### src/acr_regs.svh
// register offsets, field positions and reset values of the accel control/status bank
//
// Overview of operation
// - filter mode 00 reset-on-reference-read, 01 reference, 10 normal, 11 auto-reset; reset 00
// - two-bit cutoff select sits in bits five and four of filter control
// - filtered-output bit sends filtered samples to output and FIFO; resets 0
// - one bit routes filtered data to tap detection, else bypass
// - two bits apply filter to threshold logic of generator one and two
// - seven enables, reset 0, gate sources onto interrupt pin A
// - block update holds an axis pair until both bytes are read
// - byte order bit: 0 low byte first, 1 high byte first; reset 0
// - range field 00 2g, 01 4g, 10 8g, 11 16g; reset 00
// - high-resolution bit enables high-resolution output; reset 0
// - serial mode bit: 0 four-wire, 1 three-wire; reset 0
// - writing 1 to reboot bit reloads internal memory; reset 0
// - FIFO enable bit turns FIFO on; reset 0
// - latch bit keeps generator request until its source register is read
// - four-direction bit acts only while generator six-direction bit is 1
// - polarity bit: 0 pins active high, 1 active low; reset 0
// - eight-bit reference value, reset zero, feeds interrupts and filtering
// - per-axis and whole-set new-data flags set on fresh samples; reset 0
// - per-axis and whole-set overrun flags set on unread overwrite; reset 0
// - reading generator one source clears its active flag and pin
`ifndef ACR_REGS_SVH
`define ACR_REGS_SVH

`define ACR_OFS_FILT    7'h21
`define ACR_OFS_PINA    7'h22
`define ACR_OFS_FMT     7'h23
`define ACR_OFS_BOOT    7'h24
`define ACR_OFS_PINB    7'h25
`define ACR_OFS_REF     7'h26
`define ACR_OFS_STAT    7'h27
`define ACR_OFS_OUTX_LO 7'h28
`define ACR_OFS_GEN1SRC 7'h31
`define ACR_OFS_GEN2SRC 7'h35

// writable bit masks; reserved bits read as zero
`define ACR_MSK_PINA    8'hfe
`define ACR_MSK_FMT     8'hf9
`define ACR_MSK_BOOT    8'hcf
`define ACR_MSK_PINB    8'hfa
`define ACR_RST_BYTE    8'h00

`define ACR_BIT_FDS     3
`define ACR_BIT_HPTAP   2
`define ACR_BIT_HPG2    1
`define ACR_BIT_HPG1    0
`define ACR_BIT_BDU     7
`define ACR_BIT_BLE     6
`define ACR_BIT_HR      3
`define ACR_BIT_SIM     0
`define ACR_BIT_REBOOT  7
`define ACR_BIT_FIFOEN  6
`define ACR_BIT_LATCH1  3
`define ACR_BIT_FOURD1  2
`define ACR_BIT_LATCH2  1
`define ACR_BIT_FOURD2  0
`define ACR_BIT_POL     1

`endif

### src/acr_pkg.sv
// types shared by the accel control/status bank
package acr_pkg;
    typedef enum logic [1:0] {
        ACR_HPM_RESET_ON_REF,
        ACR_HPM_REFERENCE,
        ACR_HPM_NORMAL,
        ACR_HPM_AUTORESET
    } acr_hpm_e;
    typedef logic [7:0] acr_byte_t;
    typedef logic [6:0] acr_addr_t;
endpackage

### src/acr_ctrl_status.sv
// accel control and status register bank with interrupt pin routing
`timescale 1ns/10ps
`default_nettype none
`include "acr_regs.svh"

module acr_ctrl_status
    import acr_pkg::*;
(
    input  wire logic       CLOCK,          // 20 MHz
    input  wire logic       RSTN,           // sync reset, low
    input  wire acr_addr_t  REG_ADDR,       // register address from serial engine
    input  wire logic       REG_WR,         // write strobe
    input  wire acr_byte_t  REG_WDATA,      // write data
    input  wire logic       REG_RD,         // read strobe
    output logic            REG_RVALID,     // read data valid
    output acr_byte_t       REG_RDATA,      // read data
    input  wire logic [2:0] SAMPLE_STB,     // z,y,x fresh sample
    input  wire logic       SET_STB,        // complete xyz set
    input  wire logic       TAP_IRQ,        // tap detect request
    input  wire logic       GEN1_IRQ,       // generator one request
    input  wire logic       GEN2_IRQ,       // generator two request
    input  wire logic       READY1_IRQ,     // data ready one
    input  wire logic       READY2_IRQ,     // data ready two
    input  wire logic       WTM_IRQ,        // fifo watermark
    input  wire logic       FIFO_OVR_IRQ,   // fifo overrun
    input  wire logic       ACTIVITY,       // active function status
    input  wire logic       SIX_DIR_GEN1,   // gen one six-direction bit
    input  wire logic       SIX_DIR_GEN2,   // gen two six-direction bit
    input  wire logic       RELOAD_DONE,    // memory reload finished
    output logic [1:0]      HP_MODE,        // filter mode
    output logic [1:0]      HP_CUTOFF,      // cutoff select
    output logic            HP_OUT_SEL,     // filtered to outputs and fifo
    output logic            HP_TAP,         // filtered to tap detect
    output logic            HP_GEN1,        // filtered to gen one
    output logic            HP_GEN2,        // filtered to gen two
    output logic            FILTER_RESET,   // filter reset pulse
    output logic [2:0]      AXIS_HOLD,      // z,y,x output pair frozen
    output logic            BYTE_ORDER,     // 1: high byte at low address
    output logic [1:0]      RANGE,          // full scale
    output logic            HIGH_RES,       // high resolution
    output logic            SPI_3WIRE,      // 1: three-wire spi
    output logic            RELOAD_REQ,     // reload internal memory
    output logic            FIFO_ENABLE,    // fifo on
    output logic            FOUR_DIR_GEN1,  // gen one four-direction
    output logic            FOUR_DIR_GEN2,  // gen two four-direction
    output acr_byte_t       REFERENCE,      // reference value
    output logic            GEN1_ACTIVE,    // gen one active flag
    output logic            GEN2_ACTIVE,    // gen two active flag
    output logic            GEN1_SRC_CLR,   // gen one source read pulse
    output logic            GEN2_SRC_CLR,   // gen two source read pulse
    output logic            IRQ_PIN_A,      // interrupt pin a
    output logic            IRQ_PIN_B       // interrupt pin b
);

    // ------------------------------------------------------------
    // decode
    // ------------------------------------------------------------
    function automatic logic hit(input acr_addr_t a, input acr_addr_t ofs);
        hit = (a == ofs);
    endfunction

    // every axis still flagged is read in full this cycle
    function automatic logic set_read(input logic [2:0] done, input logic [2:0] pend);
        set_read = &(done | ~pend);
    endfunction

    acr_byte_t filt_r;
    acr_byte_t pina_r;
    acr_byte_t fmt_r;
    acr_byte_t boot_r;
    acr_byte_t pinb_r;
    acr_byte_t ref_r;
    logic [3:0] da_r;
    logic [3:0] or_r;
    logic [2:0] rd_lo_r;
    logic [2:0] rd_hi_r;
    logic [2:0] lo_hit;
    logic [2:0] hi_hit;
    logic [2:0] axis_done;
    logic       gen1_r;
    logic       gen2_r;
    logic       irq_seen_r;
    logic       rd_gen1;
    logic       rd_gen2;
    logic       pin_a_nxt;
    logic       pin_b_nxt;

    always_comb begin
        for (int i = 0; i < 3; i++) begin
            lo_hit[i] = REG_RD & hit(REG_ADDR, `ACR_OFS_OUTX_LO + 7'(2 * i));
            hi_hit[i] = REG_RD & hit(REG_ADDR, `ACR_OFS_OUTX_LO + 7'(2 * i + 1));
            axis_done[i] = (rd_lo_r[i] | lo_hit[i]) & (rd_hi_r[i] | hi_hit[i]);
        end
    end

    assign rd_gen1 = REG_RD & hit(REG_ADDR, `ACR_OFS_GEN1SRC);
    assign rd_gen2 = REG_RD & hit(REG_ADDR, `ACR_OFS_GEN2SRC);

    // ------------------------------------------------------------
    // control registers
    // ------------------------------------------------------------
    always_ff @(posedge CLOCK) begin
        if (!RSTN) begin
            filt_r <= `ACR_RST_BYTE;
            pina_r <= `ACR_RST_BYTE;
            fmt_r  <= `ACR_RST_BYTE;
            pinb_r <= `ACR_RST_BYTE;
            ref_r  <= `ACR_RST_BYTE;
        end else if (REG_WR) begin
            if (hit(REG_ADDR, `ACR_OFS_FILT))
                filt_r <= REG_WDATA;
            if (hit(REG_ADDR, `ACR_OFS_PINA))
                pina_r <= REG_WDATA & `ACR_MSK_PINA;
            // reserved format bits are dropped; host keeps them zero anyway
            if (hit(REG_ADDR, `ACR_OFS_FMT))
                fmt_r <= REG_WDATA & `ACR_MSK_FMT;
            if (hit(REG_ADDR, `ACR_OFS_PINB))
                pinb_r <= REG_WDATA & `ACR_MSK_PINB;
            if (hit(REG_ADDR, `ACR_OFS_REF))
                ref_r <= REG_WDATA;
        end
    end

    // reboot bit: written 1 stays until reload reports done
    always_ff @(posedge CLOCK) begin
        if (!RSTN) begin
            boot_r <= `ACR_RST_BYTE;
        end else begin
            if (REG_WR && hit(REG_ADDR, `ACR_OFS_BOOT))
                boot_r <= REG_WDATA & `ACR_MSK_BOOT;
            else if (RELOAD_DONE)
                boot_r[`ACR_BIT_REBOOT] <= 1'b0;
        end
    end

    // ------------------------------------------------------------
    // axis status flags
    // ------------------------------------------------------------
    // a flag set in the same cycle as its clear stays set
    always_ff @(posedge CLOCK) begin
        if (!RSTN) begin
            da_r    <= 4'h0;
            or_r    <= 4'h0;
            rd_lo_r <= 3'h0;
            rd_hi_r <= 3'h0;
        end else begin
            for (int i = 0; i < 3; i++) begin
                if (SAMPLE_STB[i]) begin
                    da_r[i]    <= 1'b1;
                    or_r[i]    <= da_r[i] & ~axis_done[i];
                    rd_lo_r[i] <= 1'b0;
                    rd_hi_r[i] <= 1'b0;
                end else if (axis_done[i]) begin
                    da_r[i]    <= 1'b0;
                    rd_lo_r[i] <= 1'b0;
                    rd_hi_r[i] <= 1'b0;
                end else begin
                    rd_lo_r[i] <= rd_lo_r[i] | lo_hit[i];
                    rd_hi_r[i] <= rd_hi_r[i] | hi_hit[i];
                end
            end
            if (SET_STB) begin
                da_r[3] <= 1'b1;
                or_r[3] <= da_r[3] & ~set_read(axis_done, da_r[2:0]);
            end else if (da_r[3] && set_read(axis_done, da_r[2:0])) begin
                da_r[3] <= 1'b0;
            end
        end
    end

    // block update: pair frozen once one byte is read, until the other is
    always_ff @(posedge CLOCK) begin
        if (!RSTN) begin
            AXIS_HOLD <= 3'h0;
        end else begin
            for (int i = 0; i < 3; i++)
                AXIS_HOLD[i] <= fmt_r[`ACR_BIT_BDU] & ~axis_done[i]
                              & (rd_lo_r[i] | rd_hi_r[i] | lo_hit[i] | hi_hit[i]);
        end
    end

    // ------------------------------------------------------------
    // generator active flags
    // ------------------------------------------------------------
    always_ff @(posedge CLOCK) begin
        if (!RSTN) begin
            gen1_r <= 1'b0;
            gen2_r <= 1'b0;
        end else begin
            if (GEN1_IRQ)
                gen1_r <= 1'b1;
            else if (!boot_r[`ACR_BIT_LATCH1] || rd_gen1)
                gen1_r <= 1'b0;
            if (GEN2_IRQ)
                gen2_r <= 1'b1;
            else if (!boot_r[`ACR_BIT_LATCH2] || rd_gen2)
                gen2_r <= 1'b0;
        end
    end

    // ------------------------------------------------------------
    // filter reset
    // ------------------------------------------------------------
    always_ff @(posedge CLOCK) begin
        if (!RSTN) begin
            irq_seen_r   <= 1'b0;
            FILTER_RESET <= 1'b0;
        end else begin
            irq_seen_r   <= GEN1_IRQ | GEN2_IRQ;
            // reset on reference read in mode 00, on a new event in mode 11
            FILTER_RESET <= (acr_hpm_e'(filt_r[7:6]) == ACR_HPM_RESET_ON_REF
                             && REG_RD && hit(REG_ADDR, `ACR_OFS_REF))
                          | (acr_hpm_e'(filt_r[7:6]) == ACR_HPM_AUTORESET
                             && (GEN1_IRQ | GEN2_IRQ) && !irq_seen_r);
        end
    end

    // ------------------------------------------------------------
    // interrupt pins
    // ------------------------------------------------------------
    always_comb begin
        pin_a_nxt = |(pina_r[7:1] & {TAP_IRQ, gen1_r, gen2_r, READY1_IRQ,
                                     READY2_IRQ, WTM_IRQ, FIFO_OVR_IRQ});
        pin_b_nxt = |(pinb_r[7:3] & {TAP_IRQ, gen1_r, gen2_r,
                                     boot_r[`ACR_BIT_REBOOT], ACTIVITY});
    end

    always_ff @(posedge CLOCK) begin
        if (!RSTN) begin
            IRQ_PIN_A <= 1'b0;
            IRQ_PIN_B <= 1'b0;
        end else begin
            IRQ_PIN_A <= pin_a_nxt ^ pinb_r[`ACR_BIT_POL];
            IRQ_PIN_B <= pin_b_nxt ^ pinb_r[`ACR_BIT_POL];
        end
    end

    // ------------------------------------------------------------
    // read port and source-read pulses
    // ------------------------------------------------------------
    always_ff @(posedge CLOCK) begin
        if (!RSTN) begin
            REG_RVALID   <= 1'b0;
            REG_RDATA    <= `ACR_RST_BYTE;
            GEN1_SRC_CLR <= 1'b0;
            GEN2_SRC_CLR <= 1'b0;
        end else begin
            REG_RVALID   <= REG_RD;
            GEN1_SRC_CLR <= rd_gen1;
            GEN2_SRC_CLR <= rd_gen2;
            if (REG_RD) begin
                unique case (REG_ADDR)
                    `ACR_OFS_FILT: REG_RDATA <= filt_r;
                    `ACR_OFS_PINA: REG_RDATA <= pina_r;
                    `ACR_OFS_FMT:  REG_RDATA <= fmt_r;
                    `ACR_OFS_BOOT: REG_RDATA <= boot_r;
                    `ACR_OFS_PINB: REG_RDATA <= pinb_r;
                    `ACR_OFS_REF:  REG_RDATA <= ref_r;
                    `ACR_OFS_STAT: REG_RDATA <= {or_r[3], or_r[2:0], da_r[3], da_r[2:0]};
                    default:       REG_RDATA <= `ACR_RST_BYTE;
                endcase
            end
        end
    end

    // ------------------------------------------------------------
    // configuration outputs
    // ------------------------------------------------------------
    always_ff @(posedge CLOCK) begin
        if (!RSTN) begin
            HP_MODE       <= 2'h0;
            HP_CUTOFF     <= 2'h0;
            HP_OUT_SEL    <= 1'b0;
            HP_TAP        <= 1'b0;
            HP_GEN1       <= 1'b0;
            HP_GEN2       <= 1'b0;
            BYTE_ORDER    <= 1'b0;
            RANGE         <= 2'h0;
            HIGH_RES      <= 1'b0;
            SPI_3WIRE     <= 1'b0;
            RELOAD_REQ    <= 1'b0;
            FIFO_ENABLE   <= 1'b0;
            FOUR_DIR_GEN1 <= 1'b0;
            FOUR_DIR_GEN2 <= 1'b0;
            REFERENCE     <= `ACR_RST_BYTE;
            GEN1_ACTIVE   <= 1'b0;
            GEN2_ACTIVE   <= 1'b0;
        end else begin
            HP_MODE       <= filt_r[7:6];
            HP_CUTOFF     <= filt_r[5:4];
            HP_OUT_SEL    <= filt_r[`ACR_BIT_FDS];
            HP_TAP        <= filt_r[`ACR_BIT_HPTAP];
            HP_GEN1       <= filt_r[`ACR_BIT_HPG1];
            HP_GEN2       <= filt_r[`ACR_BIT_HPG2];
            BYTE_ORDER    <= fmt_r[`ACR_BIT_BLE];
            RANGE         <= fmt_r[5:4];
            HIGH_RES      <= fmt_r[`ACR_BIT_HR];
            SPI_3WIRE     <= fmt_r[`ACR_BIT_SIM];
            RELOAD_REQ    <= boot_r[`ACR_BIT_REBOOT];
            FIFO_ENABLE   <= boot_r[`ACR_BIT_FIFOEN];
            FOUR_DIR_GEN1 <= boot_r[`ACR_BIT_FOURD1] & SIX_DIR_GEN1;
            FOUR_DIR_GEN2 <= boot_r[`ACR_BIT_FOURD2] & SIX_DIR_GEN2;
            REFERENCE     <= ref_r;
            GEN1_ACTIVE   <= gen1_r;
            GEN2_ACTIVE   <= gen2_r;
        end
    end

endmodule
`default_nettype wire

### config.mk
export PLATFORM = sky130hd
export DESIGN_NAME = acr_ctrl_status
export DESIGN_NICKNAME = d
export VERILOG_FILES = /design/src/acr_pkg.sv /design/src/acr_ctrl_status.sv
export VERILOG_INCLUDE_DIRS = /design/src
export SDC_FILE = /design/constraint.sdc
export NUM_CORES = 1
export LEC_CHECK = 0
export BUFFER_PORTS_ARGS = -buffer_cell sky130_fd_sc_hd__buf_2
export CAP_MARGIN = 15
export CORE_UTILIZATION = 23
export CTS_CLUSTER_DIAMETER = 100
export DETAILED_ROUTE_END_ITERATION = 6
export HOLD_SLACK_MARGIN = 0.06
export PLACE_DENSITY = 0.4
export SLEW_MARGIN = 0
export SYNTH_ARGS = -nofsm -noshare
export SYNTH_HDL_FRONTEND = slang
export SYNTH_SLANG_ARGS = --single-unit
### constraint.sdc
create_clock -name CLOCK -period 2.2 [get_ports CLOCK]
set_clock_uncertainty 0.2 [all_clocks]
set_input_delay 0.11 -clock CLOCK [delete_from_list [all_inputs] [get_ports CLOCK]]
set_output_delay 0.11 -clock CLOCK [all_outputs]
set_load 0.02 [all_outputs]
Word-level counts from Yosys, hierarchy flattened:

Cells that the tools add are included.

* register bits: 102
* input bits: 34
* output and inout bits: 44
* logic and storage cells: 161

* equal/unequal tests: 16
* mux-type cells: 15
* bitwise logic cells: 51
* reduce and logical (&&, ||, !) cells: 30

Operator list (count)
* $eq 7x6->1 const B: 15
* $pmux 8 s7: 1
* $and 1x1->1: 23
* $or 1x1->1: 17
* $mux 1: 14
* $reduce_bool 2->1: 7
* $reduce_and 2->1: 5
* $reduce_or 3->1: 3
* $and 7x7->7: 1
* $reduce_or 7->1: 1
* $logic_and 1x1->1: 6
* $and 5x5->5: 1
* $not 1->1: 5
* $reduce_or 5->1: 1
* $logic_not 1->1: 3
* $not 3->3: 1
* $or 3x3->3: 1
* $reduce_and 3->1: 1
* $eq 2x2->1 const B: 1
* $logic_not 2->1: 1
* $logic_or 1x1->1: 2
* $xor 1x1->1: 2

Longest topological paths before layout:

* depth in word-level cells: 9
* gate-level depth with buffers: 6
* mapped depth without buffers: 4

Least setup slack after synthesis:

No wires, ideal clock.

* path kind: in2reg
* from: input REG_ADDR[2]
* to: register or_r[3]
* setup time: 123 ps
* arrival: 1483 ps
* data required time: 1877 ps
* slack: 393 ps
* stages on the path: 5
* path buffers: 1
* cell sequence: buf_2 or4b_4 o311a_4 o31ai_2 o21ai_1

* word-level cells in the longest chain between the ends: 8
* elaborated cells between the ends (all ways): 25
* classes of those cells: eq/ne: 6; bitwise: 18; reduce/logical: 1

RTL lines
* start, declared: line acr_ctrl_status.sv:11 `input wire acr_addr_t REG_ADDR,`
* $eq 7x6->1: line acr_ctrl_status.sv:59 `hit = (a == ofs);`
* $and 1x1->1, on equally long branches: line acr_ctrl_status.sv:90, acr_ctrl_status.sv:91
* $or 1x1->1: line acr_ctrl_status.sv:92 `axis_done[i] = (rd_lo_r[i] | lo_hit[i]) & (rd_hi_r[i] | hi_hit[i]);`
* $and 1x1->1: line acr_ctrl_status.sv:92
* $or 3x3->3 *: line acr_ctrl_status.sv:64 `set_read = &(done | ~pend);`
* $reduce_and 3->1 *: line acr_ctrl_status.sv:64
* $not 1->1 *: line acr_ctrl_status.sv:164 `or_r[3] <= da_r[3] & ~set_read(axis_done, da_r[2:0]);`
* $and 1x1->1 *: line acr_ctrl_status.sv:164
* end signal, assigned by index: line acr_ctrl_status.sv:150 `or_r[i] <= da_r[i] & ~axis_done[i];`
* end signal, assigned: line acr_ctrl_status.sv:164
* end, declared: line acr_ctrl_status.sv:74 `logic [3:0] or_r;`

Every way passes the cells marked *; elsewhere a longest branch is shown, timed or not.
A chain may end at the register's enable or synchronous reset.

Final worst setup path:

Same ends and word-level chain as after synthesis.

==> qor.yml <==
critical_path:
  crit_slowest_cell: "dlygate4sd3_1"
  crit_family: "compound AO/OA/AOI/OAI gates"
  crit_path_end_kind: "flip-flop"
  critPathBufInv: 2
  crit_start: "REG_ADDR[2]"
  cp.depth: 6
  critPathMaxFanout: 4
  cp_data_required_time_ps: 2240
  r2r_start: "gen1_r"
  path_class: "in2reg"
  path_cells: "dlygate4sd3_1, buf_2, or4b_4, o311a_4, o31ai_2, o21ai_1"
  reg2reg_depth: 4
  cpPeakStageDelay_ps: 530
  crit_arrival_ps: 2090
  startpoint_type: "input port"
run_status:
  status: "finished clean"
clock_tree:
  cts-root-buf: "clkbuf_16"
  cts_buffer_depth: 2
  clkSlewWorstSetupHoldPaths_ps: 70
  cts_tree: "done"
  h-tree-depth: 3
  clkLatencyLatePin_ps: 360
  cts_sinks: 102
  numCtsBuffers: 9
floorplan:
  die_x_um: 136
  std_cell_rows: 48
  dieArea_um2: 18600
  die-height_um: 136
  initial_utilization: 0.237
  core_area_um2: 17500
  io_pins: 78
timing:
  whs_ps: 78.7
  setup_viol: 0
  final_hold_viol_count: 0
  tightest_slew_ps: 592
  drv_slew: 0
  fin_crit_ps: 2050
  rsz0062_at_grt: "false"
  fin_crit_sh: 0.933
  setup_ws_ps: 148
  max_slew_margin: 0.605
  fin_tns_setup_ps: 0
  fmax_mhz: 487
drt:
  ant_nets: 0
  drc_errors: 0
  avgRoutedWirePerCell_um: 16.8
  avgViaCountPerCell: 4.35
  vias: 3163
  wirelength_um: 12200
  drtIter0Drc: 143
  first_pass_iters: 4
worst_hold_path:
  min_from: "ACTIVITY"
  hold_depth: 5
  hold_path.class: "in2reg"
logic_synthesis:
  synth_cell_types: 48
  yosys_warnings: 0
  avgSynthCellArea_um2: 10.5
  async_reset_ff_frac: 0
  synth_edf_count: 0
  synth_area_leaders: "dfxtp_1, mux2i_1, nor2b_1, and2_1, mux2_2"
  synth_top_area_share: 0.492
  ys_seq_area_frac: 0.492
  synthesis.nets: 428
  syn_area_um2: 4150
  syn_inst: 394
  synth_ff_type: "dfxtp_1"
  ys_ff_latch: 102
  synth_top_area_cell: "dfxtp_1"
placement:
  globalplace.congestion: 0.822
  portBuffers: 77
  preCtsSetupSlack_ps: 207
  dp_cells: 689
  hpwl_um: 9030
  placed_area_um2: 4830
grt:
  antenna_found_initial: 0
  overflow: 0
  grt_max_degree: 52
  grt_pass1_vias: 3331
  grt_pass1_wl_um: 19100
  grt_usage: 0.141
run:
  cap_violations: 0
cells_and_area:
  final_common_cell: "dfxtp_1"
  most-common-layout-cells: "dfxtp_1, buf_2, nor2b_1, mux2i_1, and2_1"
  nNetsFinal: 531
  instances_no_fill: 727
  area_growth_pct: 29.9
  antenna_cells: 0
  nFillCells: 1821
  stdcell_area_um2: 5390
  drive_gt1_frac: 0.259
  final_util: 0.308
power_and_ir_drop:
  peakVddDrop_mv: 0.351
  pwr_density_cell_nw_per_um2: 724
  finalPower_mw: 3.90
  leakagePower_nw: 2.41
report_power, final:
part,internal (mW),switching [mW]
registers,1.86,0.0133
clock network,1.04,0.738
logic,0.117,0.131
total,3.02,0.883
cells in the mapped netlist (3+ instances only):
cell / instances
a22o_1: 8
clkbuf_1: 17
nand3_1: 10
inv_1: 5
mux2_2: 11
nand2b_1: 3
nor3_1: 10
dfxtp_1: 102
a21oi_1: 7
mux4_2: 3
o21ai_0: 6
a22oi_1: 6
a221oi_1: 4
nor2_1: 13
mux2i_1: 51
and3_1: 3
and2_1: 29
nor2b_1: 51
nand2_1: 12
o21a_1: 5
nand4_1: 4
routing by layer:
layer | track usage | vias to the layer above | wire (um)
met5 | 0 | - | 0
met4 | 0.0642 | 0 | 255
met3 | 0.0254 | 16 | 519
met2 | 0.225 | 68 | 5650
met1 | 0.184 | 1476 | 5820
li1 | - | 1603 | -
layout make-up:
type | instances | area, um^2 | share of cell area
sequential | 102 | 2040 | 0.379
multi-input combinational | 266 | 2010 | 0.373
timing repair buffer | 113 | 711 | 0.132
tap | 225 | 282 | 0.0522
clock buffer | 12 | 246 | 0.0457
clock inverter | 4 | 78.8 | 0.0146
inverter | 5 | 18.8 | 0.00348
worst paths after layout:
check,end,slack [ps]
worst min register to register,or_r[3],270
worst max-delay path,or_r[3],150
worst min-delay path,IRQ_PIN_B,80
worst max register to register,IRQ_PIN_A,440
worst reg2reg max path, stage by stage (launching register included):
cell      delay [ps]
dfxtp_1          360
a222oi_1         540
nand3_1          210
xor2_1           190
and2_1           160
state kept, by name (all words and copies together) (netlist names), 3 cells and up:
| signal | flops |
|---|---|
| or_r | 4 |
| rd_hi_r | 3 |
| da_r | 4 |
| boot_r | 6 |
| REG_RDATA | 8 |
| filt_r | 8 |
| REFERENCE | 8 |
| ref_r | 8 |
| pina_r | 7 |
| pinb_r | 6 |
| rd_lo_r | 3 |
| AXIS_HOLD | 3 |
| fmt_r | 6 |
cell families after synthesis:
family                 after synthesis  share of synthesized area
AO/OA/AOI/OAI                       53                     0.0992
XOR/XNOR                             2                    0.00422
buffers and inverters               26                     0.0259
flip-flops                         102                      0.492
multiplexers                        65                      0.169
AND/OR/NAND/NOR                    146                      0.210
repair_timing:
item / CTS / global route
endpoints found under the hold margin: 65 / 0
resized for setup: 0 / 3
setup endpoints to repair: 0 / 8
buffers inserted: 0 / 0
hold buffers: 22 / 0
No activity file was read; power rests on OpenSTA's default activity.
